==> src/include/vfdscp_pkg.sv <==
// Constants, types and carriers for the serial command port of the display driver.
// Assumes a single 10 MHz system clock; the host link pins are asynchronous to it.
package vfdscp_pkg;

    localparam int unsigned CLK_HZ   = 10_000_000;
    localparam int unsigned OSC_HZ   = 2_250_000;
    localparam int unsigned OSC_DIV  = (CLK_HZ / OSC_HZ < 1) ? 1 : CLK_HZ / OSC_HZ;
    localparam int unsigned OSC_CYC_PER_BIT = 4;

    localparam int unsigned SEG_W    = 32;
    localparam int unsigned DIM_W    = 10;
    localparam int unsigned MODE_W   = 3;
    localparam int unsigned GRID_N   = 3;
    localparam int unsigned SR_W     = SEG_W + MODE_W;

    // Field positions inside the shift register after a frame ends
    localparam int unsigned MODE_LSB = SEG_W;
    localparam int unsigned DIM_LSB  = SEG_W - DIM_W;

    localparam logic [2:0]  MODE_ALL   = 3'h0;
    localparam logic [2:0]  MODE_GRID1 = 3'h1;
    localparam logic [2:0]  MODE_GRID3 = 3'h3;
    localparam logic [2:0]  MODE_DIM   = 3'h4;

    localparam logic [9:0]  DUTY_MAX   = 10'h3f8;
    localparam logic [9:0]  DUTY_RST   = 10'h000;
    localparam logic [2:0]  GRID_RST   = 3'h7;

    typedef enum logic [2:0] {
        VFDSCP_IDLE  = 3'b001,
        VFDSCP_FRAME = 3'b010,
        VFDSCP_LOAD  = 3'b100
    } vfdscp_state_e;

    typedef struct packed {
        logic chip_sel;
        logic shift_clk;
        logic ser_data;
    } vfdscp_link_s;

    typedef struct packed {
        logic [SEG_W-1:0]  anode_outputs;
        logic [GRID_N-1:0] cathode_group_outputs;
    } vfdscp_drive_s;

endpackage

==> src/verilog/vfdscp_latch_bank.sv <==
// Bank of per-grid segment latches with a registered read port.
// Assumes the writer raises at most the enables it means in one cycle.
`timescale 1ns/1ps
module vfdscp_latch_bank #(
    parameter int unsigned W = 32,
    parameter int unsigned N = 3
) (
    // Clock and reset
    input  wire logic         sys_clk,
    input  wire logic         rstn,
    // Write side
    input  wire logic [N-1:0] wr_en,
    input  wire logic [W-1:0] wr_data,
    // Read side
    input  wire logic [1:0]   rd_idx,
    output logic      [W-1:0] rd_data
);
    logic [W-1:0] word_reg [N];

    genvar gi;
    generate
        for (gi = 0; gi < N; gi++) begin : g_word
            always_ff @(posedge sys_clk or negedge rstn) begin
                if (!rstn) begin
                    word_reg[gi] <= '0;
                end else if (wr_en[gi]) begin
                    word_reg[gi] <= wr_data;
                end
            end
        end
    endgenerate

    always_ff @(posedge sys_clk or negedge rstn) begin
        if (!rstn) begin
            rd_data <= '0;
        end else if (32'(rd_idx) < N) begin
            rd_data <= word_reg[rd_idx];
        end else begin
            rd_data <= '0;
        end
    end
endmodule

==> src/verilog/vfdscp_top.sv <==
// Serial command port and output multiplexer of a triplex display driver.
// Assumes link pins arrive asynchronously; reset is the internal power-on reset.
// How it works
// Power-up clears shift register and latches
// Brightness stays zero until host writes it
// After reset segments low, grids high
// Shifting only while chip select is high
// Data sampled on shift clock rising edge
// Host sends mode bits last
// Chip select fall fires one load strobe
// Mode bits select all, grid, or brightness
// Mode zero writes all grids, codes one to three one
// Brightness ten bits LSB first, thirteen total
// Duty n/1024, clamped at 1016/1024
// Latched one drives its segment high
// Codes five to seven are discarded
// Bit period is four oscillator cycles
`timescale 1ns/1ps
module vfdscp_top
    import vfdscp_pkg::*;
#(
    parameter int unsigned OSC_DIVIDE = OSC_DIV
) (
    // Clock and reset
    input  wire logic                    sys_clk,
    input  wire logic                    rstn,
    // Host link pins
    input  wire vfdscp_pkg::vfdscp_link_s link_in,
    // Duty select pin, high for two grids
    input  wire logic                    duplex_sel,
    // Display drive
    output vfdscp_pkg::vfdscp_drive_s    drive_out,
    // Status
    output logic [9:0]                   duty_code,
    output logic                         load_pulse,
    output logic                         frame_discard
);
    import vfdscp_pkg::*;

    typedef struct packed {
        logic             cs_m;
        logic             cs_s;
        logic             cs_d;
        logic             ck_m;
        logic             ck_s;
        logic             ck_d;
        logic             dt_m;
        logic             dt_s;
        logic             dup_m;
        logic             dup_s;
        vfdscp_state_e    st;
        logic [SR_W-1:0]  sr;
        logic [9:0]       duty;
        logic [2:0]       wr_en;
        logic [SEG_W-1:0] wr_data;
        logic             load;
        logic             discard;
        logic [7:0]       div;
        logic [1:0]       osc_cnt;
        logic             bit_tick;
        logic [9:0]       pwm;
        logic [1:0]       grid;
        logic [1:0]       grid_d;
        logic             scan;
        logic             gate;
        logic [SEG_W-1:0] anode;
        logic [2:0]       cathode;
    } vfdscp_core_s;

    vfdscp_core_s s_reg;
    vfdscp_core_s s_next;
    logic [SEG_W-1:0] rd_data;

    localparam logic [7:0] DIV_LAST = 8'(OSC_DIVIDE - 1);
    localparam logic [1:0] BIT_LAST = 2'(OSC_CYC_PER_BIT - 1);

    logic       cs_fall;
    logic       ck_rise;
    logic [2:0] mode;
    logic [9:0] duty_eff;
    logic [1:0] grid_last;
    logic       osc_en;

    always_comb begin
        cs_fall   = s_reg.cs_d & ~s_reg.cs_s;
        ck_rise   = ~s_reg.ck_d & s_reg.ck_s;
        mode      = {s_reg.sr[MODE_LSB+2], s_reg.sr[MODE_LSB+1], s_reg.sr[MODE_LSB]};
        duty_eff  = (s_reg.duty > DUTY_MAX) ? DUTY_MAX : s_reg.duty;
        grid_last = s_reg.dup_s ? 2'h1 : 2'h2;
        osc_en    = (s_reg.div == DIV_LAST);

        s_next = s_reg;
        // Second stage only reads the first; logic sees second and later
        s_next.cs_m  = link_in.chip_sel;
        s_next.cs_s  = s_reg.cs_m;
        s_next.cs_d  = s_reg.cs_s;
        s_next.ck_m  = link_in.shift_clk;
        s_next.ck_s  = s_reg.ck_m;
        s_next.ck_d  = s_reg.ck_s;
        s_next.dt_m  = link_in.ser_data;
        s_next.dt_s  = s_reg.dt_m;
        s_next.dup_m = duplex_sel;
        s_next.dup_s = s_reg.dup_m;
        s_next.wr_en   = 3'h0;
        s_next.load    = 1'b0;
        s_next.discard = 1'b0;

        case (s_reg.st)
            VFDSCP_IDLE: begin
                // Clock edges with chip select low never reach the register
                if (s_reg.cs_s && !s_reg.cs_d) begin
                    s_next.st = VFDSCP_FRAME;
                end
            end
            VFDSCP_FRAME: begin
                if (cs_fall) begin
                    s_next.st = VFDSCP_LOAD;
                end else if (ck_rise) begin
                    // Newest bit enters at the top, so mode bits end at the top
                    s_next.sr = {s_reg.dt_s, s_reg.sr[SR_W-1:1]};
                end
            end
            VFDSCP_LOAD: begin
                s_next.st   = VFDSCP_IDLE;
                s_next.load = 1'b1;
                s_next.wr_data = s_reg.sr[SEG_W-1:0];
                if (mode == MODE_ALL) begin
                    s_next.wr_en = 3'h7;
                end else if (mode >= MODE_GRID1 && mode <= MODE_GRID3) begin
                    s_next.wr_en = 3'(3'h1 << (mode - MODE_GRID1));
                end else if (mode == MODE_DIM) begin
                    s_next.duty = s_reg.sr[DIM_LSB+DIM_W-1:DIM_LSB];
                end else begin
                    s_next.discard = 1'b1;
                end
            end
            default: begin
                s_next.st = VFDSCP_IDLE;
            end
        endcase

        // Oscillator stand-in: a divided enable, four of them per bit time
        s_next.bit_tick = 1'b0;
        s_next.div = osc_en ? 8'h00 : s_reg.div + 8'h01;
        if (osc_en) begin
            s_next.osc_cnt = s_reg.osc_cnt + 2'h1;
            if (s_reg.osc_cnt == BIT_LAST) begin
                s_next.bit_tick = 1'b1;
            end
        end
        if (s_reg.bit_tick) begin
            s_next.scan = 1'b1;
            s_next.pwm  = s_reg.pwm + 10'h001;
            if (s_reg.pwm == 10'h3ff) begin
                s_next.grid = (s_reg.grid >= grid_last) ? 2'h0 : s_reg.grid + 2'h1;
            end
        end

        // Pipeline lines up with the registered latch read
        s_next.grid_d = s_reg.grid;
        s_next.gate   = s_reg.pwm < duty_eff;
        s_next.anode  = s_reg.gate ? rd_data : '0;
        if (s_reg.scan) begin
            s_next.cathode = s_reg.gate ? 3'(3'h1 << s_reg.grid_d) : 3'h0;
        end else begin
            s_next.cathode = GRID_RST;
        end
    end

    always_ff @(posedge sys_clk or negedge rstn) begin
        if (!rstn) begin
            s_reg         <= '0;
            s_reg.st      <= VFDSCP_IDLE;
            s_reg.duty    <= DUTY_RST;
            s_reg.cathode <= GRID_RST;
        end else begin
            s_reg <= s_next;
        end
    end

    vfdscp_latch_bank #(
        .W (SEG_W),
        .N (GRID_N)
    ) u_bank (
        .sys_clk (sys_clk),
        .rstn    (rstn),
        .wr_en   (s_reg.wr_en),
        .wr_data (s_reg.wr_data),
        .rd_idx  (s_reg.grid),
        .rd_data (rd_data)
    );

    // One driver for the whole carrier keeps it a single continuous assignment
    assign drive_out     = {s_reg.anode, s_reg.cathode};
    assign duty_code     = s_reg.duty;
    assign load_pulse    = s_reg.load;
    assign frame_discard = s_reg.discard;

    a_idle_no_shift: assert property (@(posedge sys_clk) disable iff (!rstn)
        (s_reg.st == VFDSCP_IDLE) |=> $stable(s_reg.sr))
        else $error("shift register moved outside a frame");

    a_rise_sample: assert property (@(posedge sys_clk) disable iff (!rstn)
        (s_reg.st == VFDSCP_FRAME && ck_rise && !cs_fall)
        |=> (s_reg.sr[SR_W-1] == $past(s_reg.dt_s)) && (s_reg.sr[SR_W-2:0] == $past(s_reg.sr[SR_W-1:1])))
        else $error("serial bit not taken on clock rise");

    a_fall_strobe: assert property (@(posedge sys_clk) disable iff (!rstn)
        (s_reg.st == VFDSCP_FRAME && cs_fall) |=> ##1 s_reg.load ##1 !s_reg.load)
        else $error("no single load strobe after chip select fall");

    a_mode_all: assert property (@(posedge sys_clk) disable iff (!rstn)
        (s_reg.st == VFDSCP_LOAD && mode == MODE_ALL)
        |=> s_reg.wr_en == 3'h7 && s_reg.wr_data == $past(s_reg.sr[SEG_W-1:0]))
        else $error("mode zero did not write every grid");

    a_mode_grid: assert property (@(posedge sys_clk) disable iff (!rstn)
        (s_reg.st == VFDSCP_LOAD && mode == 3'h2) |=> s_reg.wr_en == 3'h2 ##1 s_reg.wr_en == 3'h0)
        else $error("grid two code did not write only grid two");

    a_dim_load: assert property (@(posedge sys_clk) disable iff (!rstn)
        (s_reg.st == VFDSCP_LOAD && mode == MODE_DIM)
        |=> s_reg.duty == $past(s_reg.sr[SR_W-4:SR_W-13]) && s_reg.wr_en == 3'h0)
        else $error("brightness field not loaded");

    a_bad_code: assert property (@(posedge sys_clk) disable iff (!rstn)
        (s_reg.st == VFDSCP_LOAD && mode > MODE_DIM)
        |=> s_reg.discard && s_reg.wr_en == 3'h0 && $stable(s_reg.duty))
        else $error("reserved code changed a latch");

    a_duty_hold: assert property (@(posedge sys_clk) disable iff (!rstn)
        !(s_reg.st == VFDSCP_LOAD && mode == MODE_DIM) |=> $stable(s_reg.duty))
        else $error("brightness changed without a write");

    a_duty_clamp: assert property (@(posedge sys_clk) disable iff (!rstn)
        (s_reg.anode != '0) |-> ($past(s_reg.pwm, 2) < DUTY_MAX))
        else $error("segments lit beyond the duty ceiling");

    a_bit_period: assert property (@(posedge sys_clk) disable iff (!rstn)
        s_reg.bit_tick |-> $past(s_reg.osc_cnt) == BIT_LAST && $past(osc_en))
        else $error("bit time is not four oscillator cycles");
endmodule

==> config.mk <==
export PLATFORM = sky130hd
export DESIGN_NAME = vfdscp_top
export DESIGN_NICKNAME = d
export VERILOG_FILES = /design/src/include/vfdscp_pkg.sv /design/src/verilog/vfdscp_latch_bank.sv /design/src/verilog/vfdscp_top.sv
export SDC_FILE = /design/constraint.sdc
export NUM_CORES = 1
export LEC_CHECK = 0
export BUFFER_PORTS_ARGS = -buffer_cell sky130_fd_sc_hd__clkbuf_2
export CORE_ASPECT_RATIO = 2
export CORE_UTILIZATION = 60
export CTS_CLUSTER_SIZE = 10
export DETAILED_ROUTE_END_ITERATION = 16
export HOLD_SLACK_MARGIN = 0.02
export PLACE_DENSITY = 0.85
export SETUP_SLACK_MARGIN = 0.1
export SLEW_MARGIN = 20
export SYNTH_ARGS = -nofsm -noshare
export SYNTH_HDL_FRONTEND = slang
export SYNTH_SLANG_ARGS = --single-unit
==> constraint.sdc <==
create_clock -name sys_clk -period 3.9 [get_ports sys_clk]
set_input_delay 0.195 -clock sys_clk [delete_from_list [all_inputs] [get_ports sys_clk]]
set_output_delay 0.195 -clock sys_clk [all_outputs]
set_load 0.01 [all_outputs]
# Yosys cells after proc, flatten, opt, wreduce, memory -nomap -nowiden

Index checks and enable logic that the tools add are counted.

Mux-type cells: 22
Shift operators: 2
Equality and inequality tests: 9
Divide/modulo/power cells: 0
Multiply operators: 0
Bitwise logic cells: 8
Order comparisons: 7
Reduce and logical (&&, ||, !) cells: 8
Add/sub/neg operators: 5

Operators with widths:

| cell                                                              | count |
|---|---|
| two-way mux 32 bit                                                | 4 |
| binary-select mux 32 bit (select 2 bit)                           | 1 |
| two-way mux 37 bit                                                | 1 |
| two-way mux 3 bit                                                 | 6 |
| adder 10 x 1 -> 10 bit, second input constant                     | 1 |
| equality test 10 bit, second input constant                       | 1 |
| > comparator 10 bit, second input constant                        | 1 |
| < comparator 10 bit                                               | 1 |
| two-way mux 10 bit                                                | 1 |
| adder 8 x 1 -> 8 bit, second input constant                       | 1 |
| equality test 8 x 2 -> 1 bit, second input constant               | 1 |
| two-way mux 8 bit                                                 | 1 |
| equality test 3 bit, second input constant                        | 2 |
| one-hot mux 3 bit (2 select lines)                                | 1 |
| two-way mux 1 bit                                                 | 5 |
| NOT 1 bit                                                         | 5 |
| adder 2 x 1 -> 2 bit, second input constant                       | 2 |
| two-way mux 2 bit                                                 | 2 |
| inequality test 2 bit, second input constant                      | 2 |
| AND reduction 2 bit                                               | 2 |
| AND reduction 4 bit                                               | 1 |
| equality test 3 x 1 -> 1 bit, second input constant               | 1 |
| equality test 3 x 2 -> 1 bit, second input constant               | 1 |
| greater-or-equal comparator 3 x 1 -> 1 bit, second input constant | 1 |
| 14 further kinds                                                  | 16 |

Flip-flop bits (word level): 285
Memory bits (writable): 0
Bits of input ports: 6
Bits in latches: 0
Memories kept: 0
Output and inout bits: 47
Bits in read-only memories: 0

# Logic depth before layout (Yosys ltp)

Depth after elaboration: 5
Gate-level depth with buffers: 8

# By module

From an unflattened synthesis, not the netlist that was laid out.

Cell total of the unflattened synthesis: 824
Area total of the unflattened synthesis: 12111.6 um^2

By module, submodules not included:

| module            | area an instance (um^2) | cells each | instances |
|---|---|---|---|
| vfdscp_top        | 6406.1                  | 511        | 1 |
| vfdscp_latch_bank | 5705.5                  | 313        | 1 |

# Least setup slack after synthesis

No wires, ideal clock.

Path kind: register to register
From: register s_reg, in the netlist duty_code[3]
To: register s_reg[35] in the netlist's numbering
Clock period less this slack: 1.909 ns
Required time: 3.775 ns
Setup slack: 1.991 ns
Stages on the path, launching flop included: 9
Data arrival time: 1.783 ns
Path through: dfrtp_1 inv_1 or4_4 nand2_1 ha_1 and4_1 o21ai_0 a311oi_1 a2111oi_0

RTL lines:

| item                   | line              | text |
|---|---|---|
| start, declared        | vfdscp_top.sv:70  | `vfdscp_core_s s_reg;` |
| start signal, assigned | vfdscp_top.sv:177 | `s_reg <= s_next;` |

# Worst setup path in the final report

From: register s_reg[144] in the netlist's numbering
To: register s_reg, in the netlist duty_code[0]

Longest elaborated chain between the ends: 2

RTL lines:

| item                                 | line              | text |
|---|---|---|
| equality test 3 bit                  | vfdscp_top.sv:108 | `case (s_reg.st)` |
| AND reduction 4 bit (no source line) | -                 |  |

Every way passes these cells.
A chain may end at the register's enable or synchronous reset.

==> out/metrics.yaml <==
place:
  place_area_um2: 11700
  gp_congestion: 0.807
  dpl.hpwl_um: 12500
  port_buffers: 52
floorplan:
  fp.dieW_um: 100
  rows: 71
  coreArea_um2: 18800
  initial_core_util_pct: 61.3
  die_h_um: 198
  die_area_um2: 19800
  pin_count: 53
critical_path:
  path_max_fanout: 36
  cp.arrival_ns: 2.68
  cp.required_ns: 4.27
  critPathKind: "flip-flop to flip-flop"
  critPathCaptureType: "flip-flop"
  cp-start-kind: "flip-flop"
global_routing:
  grt.total_usage_pct: 22.2
  grt_pass1_wl_um: 34400
  grt_pass1_vias: 6796
  grt-ovfl-total: 0
  antenna_found_initial: 0
  grt_max_degree: 101
clock_network:
  post_cts_resized: 0
  cts_made_buffers: 34
  tritoncts: "done"
  clkTransAtPathRegs_ns: 0.05
  clockRootBuffer: "clkbuf_16"
  cts_setup_buffers: 0
  ctsHoldBuffers: 5
  insertion_delay_ns: 0.49
  cts_buffer_depth: 3
  h-tree-depth: 2
  cts_sinks: 285
detailed_routing:
  first_iter_violations: 298
  finalWirelength_um: 20400
  vias: 6401
  wl_per_cell_um: 17.3
  postRouteAntennaNets: 0
  first_pass_iters: 4
  drc: 0
  vias_per_cell: 5.43
sta:
  skew_ns: 0.0154
  worst_pin_slew_ns: 0.901
  rsz0062_at_grt: "false"
  relSlewSlack_pct: 39.9
  fin_crit_ns: 2.31
  finalSetupViolations: 0
  final_hold_viol_count: 0
  drv_slew: 0
  timing.final.crit_share_pct: 59.2
  tns_ns: 0
  fmax_mhz: 433
synth:
  ys_ff_latch: 285
  synth_mux_area_share_pct: 17.8
  synth-compound-area-share_pct: 2.02
  synth_warnings: 0
  syn_nets: 912
  synthesis.area_um2: 11500
  synth_fa_ha_area_share_pct: 1.74
  synthCells: 890
  ys_types: 43
  synth_simple_gate_area_share_pct: 10.3
  synth_top_family_by_area: "multiplexers"
  synth_seq_area_share_pct: 61.9
  synth_top_area_cell: "dfrtp_1"
  avgSynthCellArea_um2: 13.0
  netlist.area_leader.share_pct: 61.0
  synth_xor_area_share_pct: 1.29
  synth.area.top_cells: "dfrtp_1 (61%), mux2_2 (10%), mux2_4 (3.9%)"
layout:
  diodes: 0
  utilization_pct: 67.3
  syn2layout_area_growth_pct: 9.88
  final_area_um2: 12700
  layout-drive-gt1-share_pct: 27.1
  final_nets: 930
  largest_reg_flops: 99
pwr:
  p_total_mw: 5.81
  peakVddDrop_uv: 348
  powerDensity_nw_per_um2: 458
  leakage_nw: 6.61
job:
  max_cap_violations: 0
outcome:
  outcome: "finished clean"
hold_path:
  hold_path_class: "input pin to asynchronous set/reset pin"
## path summary, 6_finish.rpt
kind	depth (start not counted)	to	from	slack, ns
setup / recovery	5	duty_code[0]	s_reg[144]	1.59
hold / removal	2	u_bank.word_reg[94]	rstn	0.32
setup reg to reg	5	duty_code[0]	s_reg[144]	1.59
hold reg to reg	0	s_next[151]	s_next[152]	0.35
max in group asynchronous	3	u_bank.word_reg[36]	rstn	2.49
min in group sys_clk	0	s_next[151]	s_next[152]	0.35
## cell usage after synthesis
master / count
nand4_1: 3
dfrtp_1: 281
nor4bb_1: 1
mux2i_1: 33
buf_2: 20
and4_1: 2
nand2b_4: 1
nor2_1: 75
and2_1: 34
a21o_1: 1
nand4b_4: 1
nor4_1: 1
nor3_1: 4
clkbuf_1: 14
nand3_1: 11
nand3_4: 1
nor2b_1: 1
o21bai_1: 1
ha_1: 16
nand3b_1: 1
mux2_1: 8
nand2b_1: 2
dfstp_2: 4
o21ai_0: 4
and3_1: 5
nor2_4: 1
inv_1: 11
a21oi_1: 36
mux2_4: 30
xor2_1: 7
buf_1: 1
buf_6: 3
nand2_2: 1
or4_4: 1
buf_4: 45
mux2_2: 105
nor3_2: 1
a2111oi_0: 1
or2_2: 2
xnor2_1: 10
nand2_1: 108
inv_2: 1
a311oi_1: 1
## critical path, stage by stage (launching register included)
cell	delay [ns]
dfstp_2	0.55
nor2_1	0.05
nand2_2	0.50
inv_2	0.45
nand3_4	0.28
mux2_2	0.36
## stage by stage
step,setup slack (ns),hold slack (ns),instances
after floorplan,1.99,-0.101,890
after global placement,1.65,0.261,1122
after detailed placement,1.58,0.274,1122
after CTS,1.58,0.334,1178
after global routing,1.39,0.354,1178
final,1.59,0.321,1178
## placed cells by master, fill, tap and decap left out, types with 11 or more instances in the layout
master / n
mux2_2: 105
inv_1: 11
nand3_1: 11
ha_1: 16
clkbuf_16: 35
mux2i_1: 33
nor2_1: 74
and2_1: 34
clkbuf_2: 51
dfrtp_1: 278
a21oi_1: 36
mux2_4: 30
nand2_1: 108
clkbuf_1: 14
## power by group
part           internal, mW  switching, mW  total (mW)
registers              2.97         0.0126        2.98
logic                0.0207         0.0645      0.0852
clock network          1.64           1.10        2.74
## layer usage
| metal | vias to the layer above | track usage (%) | wire length, um |
|---|---|---|---|
| li1 | 2940 | - | - |
| met1 | 3299 | 27.0 | 8210 |
| met2 | 110 | 39.4 | 10900 |
| met3 | 52 | 2.51 | 457 |
| met4 | 0 | 10.3 | 774 |
| met5 | - | 0 | 0 |
## cell families after synthesis
family	Yosys count
xor+xnor	17
simple gates	257
buf+inv	95
flops	285
fa+ha+maj	16
mux	176
compound gates	44
## cell type report
class,count,area [um^2]
inverter,12,45.0
fill,1352,6160
multi-input combinational,510,3830
clock inverter,2,16.3
timing repair buffer,65,393
tap,255,319
sequential,285,7140
clock buffer,49,928
(Power assumes the default switching activity.)
